[config.mk]
export PLATFORM = sky130hd
export DESIGN_NAME = sld_top
export DESIGN_NICKNAME = d
export VERILOG_FILES = /design/src/core/sld_pkg.sv /design/src/core/sld_shift_if.sv /design/src/core/sld_sync.sv /design/src/core/sld_bank.sv /design/src/core/sld_top.sv
export SDC_FILE = /design/constraint.sdc
export NUM_CORES = 1
export LEC_CHECK = 0
export ABC_CLOCK_PERIOD_IN_PS = 1200
export BUFFER_PORTS_ARGS = -buffer_cell sky130_fd_sc_hd__buf_2
export CAP_MARGIN = 20
export CELL_PAD_IN_SITES_DETAIL_PLACEMENT = 1
export CELL_PAD_IN_SITES_GLOBAL_PLACEMENT = 2
export CORE_ASPECT_RATIO = 1.5
export CORE_MARGIN = 2
export CORE_UTILIZATION = 37
export CTS_CLUSTER_SIZE = 25
export DETAILED_ROUTE_END_ITERATION = 10
export PLACE_DENSITY = 0.8
export SYNTH_ARGS = -nofsm -noshare
export SYNTH_HDL_FRONTEND = slang
export SYNTH_SLANG_ARGS = --single-unit
[constraint.sdc]
create_clock -name mclk -period 1.2 [get_ports mclk]
set_input_delay 0.24 -clock mclk [delete_from_list [all_inputs] [get_ports mclk]]
set_output_delay 0.24 -clock mclk [all_outputs]
set_load 0.01 [all_outputs]
[src/core/sld_pkg.sv]
package sld_pkg;

  localparam int SLD_STAGES    = 16;
  localparam int SLD_SYNC_DEPTH = 2;

  // Positions of the pins inside the synchroniser vector.
  localparam int SLD_PIN_OE_N = 0;
  localparam int SLD_PIN_LE   = 1;
  localparam int SLD_PIN_SCLK = 2;
  localparam int SLD_PIN_SDI  = 3;
  localparam int SLD_PIN_NUM  = 4;

  // Levels an undriven enable pin settles to through its internal pull.
  localparam logic SLD_OE_N_PULL = 1'b1;
  localparam logic SLD_LE_PULL   = 1'b0;

  // Reset values.
  localparam logic SLD_SDI_RST   = 1'b0;
  localparam logic SLD_SCLK_RST  = 1'b1;
  localparam logic SLD_DATA_RST  = 1'b0;
  localparam logic SLD_SINK_RST  = 1'b0;

  typedef enum logic [2:0] {
    SLD_ST_UNKNOWN = 3'b001,
    SLD_ST_FILLED  = 3'b010,
    SLD_ST_VALID   = 3'b100
  } sld_load_t;

endpackage

[src/core/sld_shift_if.sv]
interface sld_shift_if
  import sld_pkg::*;
#(
  parameter int STAGES = SLD_STAGES
) ();
  logic              shift_en;
  logic              din;
  logic              latch_en;
  logic [STAGES-1:0] stages;
  logic [STAGES-1:0] latched;

  modport ctrl (output shift_en, output din, output latch_en, input stages, input latched);
  modport bank (input shift_en, input din, input latch_en, output stages, output latched);
endinterface

[src/core/sld_sync.sv]
module sld_sync
  import sld_pkg::*;
#(
  parameter int               WIDTH   = SLD_PIN_NUM,
  parameter logic [WIDTH-1:0] RST_VAL = '0
) (
  input  wire logic             mclk,
  input  wire logic             rstn,
  input  wire logic [WIDTH-1:0] async_in,
  output logic      [WIDTH-1:0] sync_out
);

  logic [WIDTH-1:0] meta_q;

  if (WIDTH < 1) begin : g_bad_width
    $error("sld_sync needs at least one bit");
  end

  if (SLD_SYNC_DEPTH != 2) begin : g_bad_depth
    $error("sld_sync is built with exactly two stages");
  end

  // The first stage feeds the second and nothing else.
  always_ff @(posedge mclk or negedge rstn) begin
    if (!rstn) begin
      meta_q   <= RST_VAL;
      sync_out <= RST_VAL;
    end else begin
      meta_q   <= async_in;
      sync_out <= meta_q;
    end
  end

endmodule // sld_sync

[src/core/sld_bank.sv]
module sld_bank
  import sld_pkg::*;
#(
  parameter int STAGES = SLD_STAGES
) (
  input  wire logic  mclk,
  input  wire logic  rstn,
  sld_shift_if.bank  bus
);

  if (STAGES < 2) begin : g_bad_stages
    $error("sld_bank needs at least two stages");
  end

  always_ff @(posedge mclk or negedge rstn) begin
    if (!rstn) begin
      bus.stages <= {STAGES{SLD_DATA_RST}};
    end else if (bus.shift_en) begin
      bus.stages <= {bus.stages[STAGES-2:0], bus.din};
    end
  end

  // Transparent latch modelled as a register that copies while enabled.
  always_ff @(posedge mclk or negedge rstn) begin
    if (!rstn) begin
      bus.latched <= {STAGES{SLD_DATA_RST}};
    end else if (bus.latch_en) begin
      bus.latched <= bus.stages;
    end
  end

endmodule // sld_bank

[src/core/sld_top.sv]
// Function
// - Sixteen-stage shift register loads serial input into stage one on each clock rise.
// - Each clock rise moves every stage one step toward the serial output.
// - Serial output shows the last stage for cascading.
// - Latch enable high makes all sixteen latches copy their shift stages.
// - Latches track while enable stays high and hold when it is low.
// - Sixteen sink outputs, each driven by one latch bit.
// - Output enable high blanks every sink at once.
// - Output enable never changes the stored latch contents.
// - With output enable low each sink follows its own latch.
// - Undriven output enable reads high, undriven latch enable reads low.
// - Serial output moves only on shift clock rises, never on enables.
module sld_top
  import sld_pkg::*;
#(
  parameter int STAGES = SLD_STAGES
) (
  input  wire logic              mclk,
  input  wire logic              rstn,
  input  wire logic              sdi_pin,
  input  wire logic              sclk_pin,
  input  wire logic              le_pin,
  input  wire logic              le_driven,
  input  wire logic              oe_n_pin,
  input  wire logic              oe_n_driven,
  output logic                   sdo,
  output logic [STAGES-1:0]      sink_on,
  output logic                   pattern_valid
);

  localparam int CNT_W = $clog2(STAGES + 1);
  localparam logic [SLD_PIN_NUM-1:0] PIN_RST = {SLD_SDI_RST, SLD_SCLK_RST, SLD_LE_PULL, SLD_OE_N_PULL};

  if (STAGES < 2) begin : g_bad_stages
    $error("sld_top needs at least two stages");
  end

  logic [SLD_PIN_NUM-1:0] pin_raw;
  logic [SLD_PIN_NUM-1:0] pin_s;
  logic                   sclk_prev_q;
  logic                   shift_rise;
  logic                   oe_s;
  logic [CNT_W-1:0]       shift_cnt_q;
  sld_load_t              load_q;
  logic [STAGES-1:0]      sink_q;

  sld_shift_if #(.STAGES(STAGES)) bus ();

  // An unconnected enable pin is modelled by its driven flag; the pull level
  // is chosen before synchronising so the pull and the pin share one path.
  always_comb begin
    pin_raw                = '0;
    pin_raw[SLD_PIN_SDI]   = sdi_pin;
    pin_raw[SLD_PIN_SCLK]  = sclk_pin;
    pin_raw[SLD_PIN_LE]    = le_driven ? le_pin : SLD_LE_PULL;
    pin_raw[SLD_PIN_OE_N]  = oe_n_driven ? oe_n_pin : SLD_OE_N_PULL;
  end

  sld_sync #(
    .WIDTH   (SLD_PIN_NUM),
    .RST_VAL (PIN_RST)
  ) u_sync (
    .mclk     (mclk),
    .rstn     (rstn),
    .async_in (pin_raw),
    .sync_out (pin_s)
  );

  // The previous level resets high so a clock idling high at reset release
  // is not mistaken for a rising edge.
  always_ff @(posedge mclk or negedge rstn) begin
    if (!rstn) begin
      sclk_prev_q <= SLD_SCLK_RST;
    end else begin
      sclk_prev_q <= pin_s[SLD_PIN_SCLK];
    end
  end

  // Data and clock cross through matched stages, so the data seen here is
  // the level present at the pin when the clock rose.
  assign shift_rise   = pin_s[SLD_PIN_SCLK] & ~sclk_prev_q;
  assign bus.shift_en = shift_rise;
  assign bus.din      = pin_s[SLD_PIN_SDI];
  assign bus.latch_en = pin_s[SLD_PIN_LE];
  assign oe_s         = pin_s[SLD_PIN_OE_N];

  sld_bank #(
    .STAGES (STAGES)
  ) u_bank (
    .mclk (mclk),
    .rstn (rstn),
    .bus  (bus)
  );

  // Only the shift register feeds the serial output, so the enables can
  // never disturb it.
  assign sdo = bus.stages[STAGES-1];

  always_ff @(posedge mclk or negedge rstn) begin
    if (!rstn) begin
      sink_q <= {STAGES{SLD_SINK_RST}};
    end else if (oe_s) begin
      sink_q <= {STAGES{SLD_SINK_RST}};
    end else begin
      sink_q <= bus.latched;
    end
  end

  assign sink_on = sink_q;

  always_ff @(posedge mclk or negedge rstn) begin
    if (!rstn) begin
      shift_cnt_q <= '0;
    end else if (shift_rise && load_q == SLD_ST_UNKNOWN) begin
      shift_cnt_q <= shift_cnt_q + CNT_W'(1);
    end
  end

  // Loaded data are trusted only once every stage has been written and a
  // latch strobe has copied them; there is no reset pin on the real part.
  always_ff @(posedge mclk or negedge rstn) begin
    if (!rstn) begin
      load_q <= SLD_ST_UNKNOWN;
    end else begin
      case (load_q)
        SLD_ST_UNKNOWN: begin
          if (shift_rise && shift_cnt_q == CNT_W'(STAGES - 1)) begin
            load_q <= SLD_ST_FILLED;
          end
        end
        SLD_ST_FILLED: begin
          if (bus.latch_en) begin
            load_q <= SLD_ST_VALID;
          end
        end
        SLD_ST_VALID: begin
          load_q <= SLD_ST_VALID;
        end
        default: begin
          load_q <= SLD_ST_UNKNOWN;
        end
      endcase
    end
  end

  assign pattern_valid = (load_q == SLD_ST_VALID);
endmodule // sld_top

==> impl_results.md, run 1 <==
* Final ANT Viol Nets at 0
* Final critical-path setup slack at -0.1520 ns
* Detailed Route WL at 4.356 mm
* # DRC at 0
* Final non-filler cell area at 3068 sq um
* First-pass GRT wire length at 7.383 mm
* Status: finished, violations left
* Req. time, crit path at 1.41 ns
* Post-DP HPWL at 2.552 mm
* Sequential area share after synthesis at 68.88%
* Syn_area_per_cell at 16.25 sq um
* CTS H-tree depth at 3
* All-Layer GR Usage at 13.98%
* Mapped Cells at 146
* Site Rows at 35
* Vias in the first global route at 1,479
* Commonest cells after routing, fill and taps aside: dfrtp_1, buf_2, mux2_4, mux2_2, buf_4
* Clk buf depth at 2
* Max Freq at 0.7396 GHz
* Total power at 6.280 mW
* Multi-input logic area at 807.0 sq um
* Crit Path Category: flop to flop
* Synthesized netlist net count at 156
* Via-per-instance ratio at 4.755
* CP endpoint kind: flop
* Failing checks: negative setup slack
* Fillers at 615
* Die width at 69.38 um
* Drt wl/cell at 15.73 um
* Die height at 102.1 um
* CP Max Fanout at 16
* CTS buffer count at 9
* Most common cell after layout, fill and taps aside: dfrtp_1
* Top post-synthesis cells by area: dfrtp_1, mux2_2, dfstp_2
* Period utilization at 112.7%
* Worst skew pair latency at 0.33 ns
* Layout Nets at 208
* GP Congestion at 0.7900
* Initial DRC Count at 31
* Hold Fails Final Rpt at 0
* Via count at 1,317
* VDD IR-drop max at 0.001119 V
* Initial Util at 38.42%
* Post-Place Cells at 249
* Share of cells above drive strength 1 at 55.17%
* Antenna violations before repair at 0
* FF/Latch Area at 1635 sq um
* Total grt overflow at 0
* Yosys cell types at 28
* Clock-pin slew on the worst setup and hold paths at 0.07 ns
* RSZ-0062 raised after global routing: true
* Crit path arrival time at 1.56 ns
* Die area at 7081 sq um
* Hold crit path type: input pin to flop
* Largest area contributor in the netlist: dfrtp_1
* Cell Area, Synth at 2372 sq um
* Sink Count at 65
* Slew of the pin with the lowest slew margin at 0.5593 ns
* Clk root buf: clkbuf_8
* IO Port Bufs at 25
* I/O pins at 26
* Static Leak at 1.476 nW
* Power per cell area at 2047 nW/um^2
* Yosys reg bits at 65
* Final min period at 1.352 ns
* Max_cap viols at 0
* Headroom to the max-slew limit at 62.63%
* Synthesis-to-finish area growth at 29.32%
* CTS tree: built
* Area share of the largest cell type after synthesis at 62.24%
* Final Instance Count excl. Fillers at 277
* CP startpoint kind: flop
* Largest net degree at the start of global routing at 66
* Clock skew at 0.008937 ns
* Max-slew violation count at 0
* Pre-Repair DR Iteration Count at 3
* Core Area at 6175 sq um
* Ys Warns at 0
* Setup Viol. Count Final at 24
* R2R Setup Slk at -0.15 ns
* Diodes inserted at 0
* Placed cell areas at 2673 sq um
-- routing by layer --
| layer | part of all wire [%] | global-route usage, % | up-vias | routed length (um) |
|---|---|---|---|---|
| met4 | 2.5 | 7.240 | 0 | 108 |
| met3 | 3.9 | 5.030 | 7 | 171 |
| met5 | 0 | 0 | - | 0 |
| li1 | - | - | 601 | - |
| met2 | 58 | 25.30 | 25 | 2512 |
| met1 | 36 | 14.16 | 684 | 1563 |
-- state kept, by name (all words and copies together) (netlist names) --
signal and count:
shift_cnt_q 5, u_sync.meta_q 4, sink_on 16, u_bank.bus.stages 16, u_sync.sync_out 4, sclk_prev_q 1, load_q 3, u_bank.bus.latched 16
-- logic make-up after synthesis --
logic type	share of synthesized area, %
flops	68.88
mux	16.24
simple gates	10.18
buf+inv	1.951
xor+xnor	1.108
compound gates	0.5800
fa+ha+maj	1.055
-- repair_timing --
action | CTS | global route
setup buffers | 5 | 4
setup endpoints to repair | 24 | 24
hold buffers | 3 | 0
endpoints found under the hold margin | 61 | 0
gates cloned | 0 | 0
gates resized for setup | 14 | 13
pin swaps | 4 | 7
-- critical path, stage by stage (launching register included) --
cell	delay [ns]
dfstp_2	0.53
nor2b_4	0.19
buf_12	0.19
mux2_4	0.32
-- power breakdown --
part	internal, mW	switching [mW]	total, mW
Clock	0.957	0.811	1.77
Combinational	0.891	0.435	1.33
Sequential	2.81	0.379	3.19
Total	4.66	1.62	6.28
-- Yosys cell counts (all sizes together) --
cell    instances
a21oi           1
a32oi           1
and2            1
and2b           5
and3            2
and4            1
buf             4
clkbuf          1
dfrtp          59
dfstp           6
ha              2
inv             1
mux2           33
mux2i           1
nand2b          2
nand3           1
nand3b          1
nand4           1
nand4b          1
nor2            4
nor2b          13
nor3            1
nor3b           1
xnor2           3
-- worst paths after layout --
check                                   start              endpoint  cells after the start
setup / recovery           u_sync.sync_out[2]  u_bank.bus.stages[0]                      3
hold / removal                    oe_n_driven      u_sync.meta_q[0]                      2
setup reg to reg           u_sync.sync_out[2]  u_bank.bus.stages[0]                      3
hold reg to reg              u_sync.meta_q[1]    u_sync.sync_out[1]                      0
max in group asynchronous                rstn      u_sync.meta_q[2]                      3
min in group asynchronous                rstn      u_sync.meta_q[1]                      3
-- area by class of cell --
type	instances	area share [%]
Sequential cell	65	53.30
Clock buffer	11	4.282
Multi-Input combinational cell	75	26.31
Tap cell	74	3.018
Timing Repair Buffer	46	11.13
Inverter	1	0.1223
Clock inverter	5	1.835
-- stage by stage --
| stage | TNS, ns | setup WS [ns] | hold WS [ns] | utilization, % |
|---|---|---|---|---|
| global placement | -1.831 | -0.1097 | 0.2718 | 43.28 |
| finish | -2.908 | -0.1520 | 0.03596 | 49.69 |
| detailed placement | -2.609 | -0.1568 | 0.2795 | 43.28 |
| global route | -3.622 | -0.1936 | 0.04835 | 49.69 |
| CTS | -2.793 | -0.1693 | 0.01879 | 48.29 |
| floorplan | -1.033 | -0.06129 | -0.05559 | - |
Note: power is estimated with default switching activity, not from simulation.
==> run 2: changes to the inputs <==
Settings changed: ABC_CLOCK_PERIOD_IN_PS 1200 to 1340, CORE_UTILIZATION 37 to 41, PLACE_DENSITY 0.8 to 0.84, TNS_END_PERCENT from default to 1.
Clock period 1.2 ns to 1.34 ns, I/O delays scaled along.
==> impl_results.md, run 2 (synthesis results as in run 1) <==
* Reg2reg end: u_bank.bus.stages[6]
* Total grt overflow at 0 (unchanged)
* Period utilization at 101.7%
* I/O pins at 26 (unchanged)
* Sw Pwr at 1.400 mW (-14%)
* Commonest cells after routing, fill and taps aside: dfrtp_1, mux2_2, buf_2, nor2b_1, buf_4
* Vias in the first global route at 1,507 (+1.9%)
* CP endpoint kind: output pin
* Worst stage delay on the critical path at 0.39 ns (-0.14 ns)
* Clk buf depth at 2 (unchanged)
* Fillers at 551 (-10%)
* Layout Nets at 204 (-1.9%)
* VDD IR-drop max at 0.001153 V (+3.0%)
* Post-Place Cells at 245 (-1.6%)
* Clock share of power at 32.6% (+4.4 points)
* Die width at 66.11 um (-4.7%)
* Net Sw Frac at 24.50% (-1.4 points)
* Worst path slowest cell: dfrtp_1
* Sequential power share at 49.7% (-1.0 points)
* Post-layout util at 54.14% (+4.5 points)
* FF/Latch Area at 1634 sq um (about the same)
* Final Instance Count excl. Fillers at 269 (-2.9%)
* Site Rows at 33 (-5.7%)
* Core Area at 5533 sq um (-10%)
* CTS H-tree depth at 3 (unchanged)
* Synthesis-to-finish area growth at 26.27%
* Clk root buf: clkbuf_8
* IO Port Bufs at 25 (unchanged)
* Antenna violations before repair at 0 (unchanged)
* Worst skew pair latency at 0.34 ns (about the same)
* Req. time, crit path at 1.07 ns (-0.34 ns)
* Worst setup endpoint: pattern_valid
* Post-DP HPWL at 2.829 mm (+11%)
* Headroom to the max-slew limit at 73.26% (+11 points)
* Sink Count at 65 (unchanged)
* All-Layer GR Usage at 15.68% (+1.7 points)
* Diodes inserted at 0 (unchanged)
* Final ANT Viol Nets at 0 (unchanged)
* Clock-pin slew on the worst setup and hold paths at 0.06 ns (about the same)
* CTS tree: built
* WP buf/inv at 1 (unchanged)
* CTS buffer count at 9 (unchanged)
* CP Max Fanout at 2 (-14)
* # DRC at 0 (unchanged)
* Internal Power at 4.314 mW (-7.3%)
* Largest net degree at the start of global routing at 30 (-55%)
* Gate power share at 17.7% (-3.4 points)
* Status: finished, violations left
* CP startpoint kind: flop
* Cell count of the worst reg-to-reg path at 3 (unchanged)
* Die area at 6423 sq um (-9.3%)
* Detailed Route WL at 4.194 mm (-3.7%)
* Crit path arrival time at 1.09 ns (-0.47 ns)
* GP Congestion at 0.7254 (-8.2%)
* Multi-input logic area at 728.2 sq um (-9.8%)
* Critical R2R Launch: u_sync.sync_out[2]
* R2R Setup Slk at -0.02 ns (+0.13 ns)
* Crit. Startpoint: load_q[1]
* RSZ-0062 raised after global routing: true
* Max-slew violation count at 0 (unchanged)
* Failing checks: negative setup slack
* First-pass GRT wire length at 7.355 mm (-0.38%)
* Hold Fails Final Rpt at 0 (unchanged)
* Slew of the pin with the lowest slew margin at 0.4012 ns (-0.1581 ns)
* Crit Path Category: flop to output pin
* Hold wc startpoint: sclk_pin
* Crit-path cells: nand2b_4 -> nor2_4 -> buf_6
* Share of cells above drive strength 1 at 54.77% (-0.40 points)
* Pre-Repair DR Iteration Count at 4 (+1)
* CP top delay family: flip-flops
* Via count at 1,301 (-1.2%)
* Final critical-path setup slack at -0.02291 ns (+0.1291 ns)
* Hold crit path type: input pin to flop
* Static Leak at 1.433 nW (-2.9%)
* Total power at 5.713 mW (-9.0%)
* Most common cell after layout, fill and taps aside: dfrtp_1
* Die height at 97.16 um (-4.8%)
* Sum Neg Setup Slack at -0.1556 ns (+2.752 ns)
* Final min period at 1.363 ns
* Power per cell area at 1907 nW/um^2 (-6.8%)
* Max Freq at 0.7337 GHz
* Initial DRC Count at 42 (+35%)
* Initial Util at 42.88% (+4.5 points)
* Drt wl/cell at 15.59 um (-0.86%)
* CP Depth at 3 (unchanged)
* Via-per-instance ratio at 4.836 (+1.7%)
* Pre-CTS setup slack at -0.04479 ns (+0.1120 ns)
* Clock skew at 0.006677 ns (-0.002260 ns)
* Max_cap viols at 0 (unchanged)
* Setup Viol. Count Final at 14 (-42%)
-- run 2: power by group through the flow --
stage / clock network [mW] / registers (mW) / logic, mW
5_1_grt: 2.01 / 2.93 / 1.11
2_1_floorplan: 0 / 2.79 / 0.620
6_report: 1.86 / 2.84 / 1.01
3_3_place_gp: 0 / 2.83 / 0.875
4_1_cts: 1.91 / 2.86 / 1.01
3_5_place_dp: 0 / 2.89 / 0.948
-- run 2: stage by stage --
stage | hold slack, ns | cell area [sq um]
after floorplan | -0.02759 | 2372
after global placement | 0.1981 | 2660
after detailed placement | 0.2124 | 2660
after CTS | 0.007835 | 2975
after global routing | 0.006593 | 2995
final | 0.02385 | 2995
-- run 2: cell type report --
type / count / area share, %
sequential: 65 / 54.55
multi-input combinational: 75 / 24.31
timing repair buffer: 42 / 10.40
clock buffer: 12 / 5.180
tap: 70 / 2.924
clock inverter: 4 / 2.506
inverter: 1 / 0.1253
-- run 2: worst min path at each step --
stage	to	slack, ns	depth (start not counted)
global placement	sink_on[6]	0.20	1
global route	u_sync.meta_q[2]	0.007	1
detailed placement	sink_on[5]	0.21	1
finish	u_sync.meta_q[2]	0.02	1
CTS	u_sync.meta_q[2]	0.008	1
floorplan	load_q[1]	-0.03	0
-- run 2: layer usage --
layer / share of wire [%] / vias up / GRT usage (%)
li1: - / 589 / -
met1: 36 / 673 / 17.84
met2: 57 / 28 / 25.46
met3: 3.6 / 11 / 4.635
met4: 3.1 / 0 / 9.105
met5: 0 / - / 0
-- run 2: repair_timing --
action	in CTS	in global routing
gates cloned	0	0
hold buffers	1	0
hold endpoints to repair	13	0
setup endpoints to repair	19	21
pin swaps	1	2
buffers inserted	6	1
gates resized for setup	7	3
==> run 3: changes to the inputs <==
Settings changed: ABC_CLOCK_PERIOD_IN_PS 1340 to 1750, CORE_UTILIZATION 41 to 45, PLACE_DENSITY 0.84 to 0.87.
Clock period 1.34 ns to 1.75 ns, I/O delays scaled along.
==> impl_results.md, run 3 (synthesis results as in run 1) <==
* Period utilization at 92.89%
* Final min period at 1.626 ns
* Initial Util at 46.29% (+3.4 points)
* Via count at 1,240 (-4.7%)
* Post-CTS Hold Buffers at 0 (-1)
* Diodes inserted at 0 (unchanged)
* Most common cell after layout, fill and taps aside: dfrtp_1
* RSZ-0062 raised after global routing: false
* Die width at 63.29 um (-4.3%)
* Crit-path cells: nand2b_1 -> nor2_1 -> buf_2
* Req. time, crit path at 1.40 ns (+0.33 ns)
* Headroom to the max-slew limit at 78.67% (+5.4 points)
* Synthesis-to-finish area growth at 16.77%
* CTS H-tree depth at 3 (unchanged)
* Total power at 3.963 mW (-31%)
* Pre-Repair DR Iteration Count at 3 (-1)
* Worst path slowest cell: dfrtp_1
* # DRC at 0 (unchanged)
* Clock-pin slew on the worst setup and hold paths at 0.07 ns (about the same)
* Largest net degree at the start of global routing at 66 (+120%)
* Final Instance Count excl. Fillers at 253 (-5.9%)
* Max Freq at 0.6152 GHz
* Worst stage delay on the critical path at 0.43 ns (+0.04 ns)
* I/O pins at 26 (unchanged)
* CTS tree: built
* Slew of the pin with the lowest slew margin at 0.3200 ns (-0.08121 ns)
* Clock skew at 0.007770 ns (+0.001093 ns)
* Vias in the first global route at 1,382 (-8.3%)
* Drt wl/cell at 15.04 um (-3.6%)
* Sum Neg Setup Slack at 0 ns (+0.1556 ns)
* First-pass GRT wire length at 6.534 mm (-11%)
* Sink Count at 65 (unchanged)
* CP startpoint kind: flop
* CP top delay family: flip-flops
* Clk root buf: clkbuf_8
* Crit Path Category: flop to output pin
* Commonest cells after routing, fill and taps aside: dfrtp_1, mux2_2, buf_2, nor2b_1, clkbuf_8
* Resize count post-CTS at 0 (-7)
* Share of cells above drive strength 1 at 49.73% (-5.0 points)
* All-Layer GR Usage at 15.15% (-0.53 points)
* CP Max Fanout at 6 (+4)
* Total grt overflow at 0 (unchanged)
* Crit path arrival time at 1.28 ns (+0.19 ns)
* GP Congestion at 0.7464 (+2.9%)
* VDD IR-drop max at 0.0008073 V (-30%)
* Post-DP HPWL at 2.579 mm (-8.8%)
* Final ANT Viol Nets at 0 (unchanged)
* Core Area at 5125 sq um (-7.4%)
* Clk buf depth at 2 (unchanged)
* Postcts setup bufs at 0 (-6)
* Initial DRC Count at 34 (-19%)
* Via-per-instance ratio at 4.901 (+1.3%)
* Static Leak at 1.323 nW (-7.7%)
* Power per cell area at 1431 nW/um^2 (-25%)
* Die area at 5881 sq um (-8.4%)
* Max_cap viols at 0 (unchanged)
* Antenna violations before repair at 0 (unchanged)
* Worst hold slack at 0.01877 ns (-0.005084 ns)
* CP endpoint kind: output pin
* CTS buffer count at 9 (unchanged)
* Layout Nets at 190 (-6.9%)
* Site Rows at 32 (-3.0%)
* Detailed Route WL at 3.804 mm (-9.3%)
* Hold crit path type: input pin to asynchronous set/reset pin
* Post-Place Cells at 237 (-3.3%)
* Hold Fails Final Rpt at 0 (unchanged)
* IO Port Bufs at 25 (unchanged)
* Setup Viol. Count Final at 0 (-14)
* Status: completed
* WP buf/inv at 1 (unchanged)
* Die height at 92.93 um (-4.4%)
* Max-slew violation count at 0 (unchanged)
* Worst skew pair latency at 0.34 ns (about the same)
==> run 3: cell types whose count changed in the layout (fill, tap and decap cells not counted), sizes merged <==
cell         change
dlygate4sd3      -1
buf             -13
bufinv           -2
clkinv           +1
clkinvlp         +1
==> run 3: area by class of cell <==
| cell class | instances | area (sq um) |
|---|---|---|
| Inverter | 1 | 3.754 |
| Clock buffer | 12 | 155.1 |
| Tap cell | 68 | 85.08 |
| Clock inverter | 4 | 27.53 |
| Timing Repair Buffer | 28 | 172.7 |
| Sequential cell | 65 | 1634 |
| Fill cell | 532 | 2355 |
| Multi-Input combinational cell | 75 | 691.9 |
==> run 3: path summary, 6_finish.rpt <==
kind | start | end | slack, ns | depth (start not counted)
max | load_q[1] | pattern_valid | 0.12 | 3
min | rstn | sink_on[4] | 0.02 | 2
max reg2reg | shift_cnt_q[0] | load_q[0] | 0.29 | 5
min reg2reg | u_sync.meta_q[1] | u_sync.sync_out[1] | 0.35 | 0
max in group asynchronous | rstn | load_q[0] | 1.42 | 2
min in group mclk | sclk_pin | u_sync.meta_q[2] | 0.12 | 1
==> run 3: routing by layer <==
layer  share of wire, %  vias to the layer above  wire, um  global-route usage, %
met2                 56                       24      2128                  26.15
met3                3.7                        7       139                  5.103
met4                2.1                        0        78                  8.696
met1                 38                      646      1458                  15.97
li1                   -                      563         -                      -
met5                  0                        -         0                      0
==> run 3: through the flow <==
step	setup slack, ns	util, %	area (sq um)
finish	0.1244	54.05	2770
global route	0.01451	54.05	2770
CTS	0.1019	54.05	2770
detailed placement	0.2841	50.49	2587
global placement	0.3864	50.49	2587
floorplan	0.4548	-	2372
==> run 3: power by group <==
group	switching, mW	total [mW]	internal (mW)
combinational	0.239	0.655	0.415
sequential	0.249	2.18	1.93
clock	0.544	1.13	0.588
==> run 3: worst register-to-register path: stages (launching register included) <==
cell and delay, ns:
dfrtp_1 0.41, ha_1 0.24, and3_1 0.20, ha_1 0.20, and4_2 0.23, nor3_2 0.10
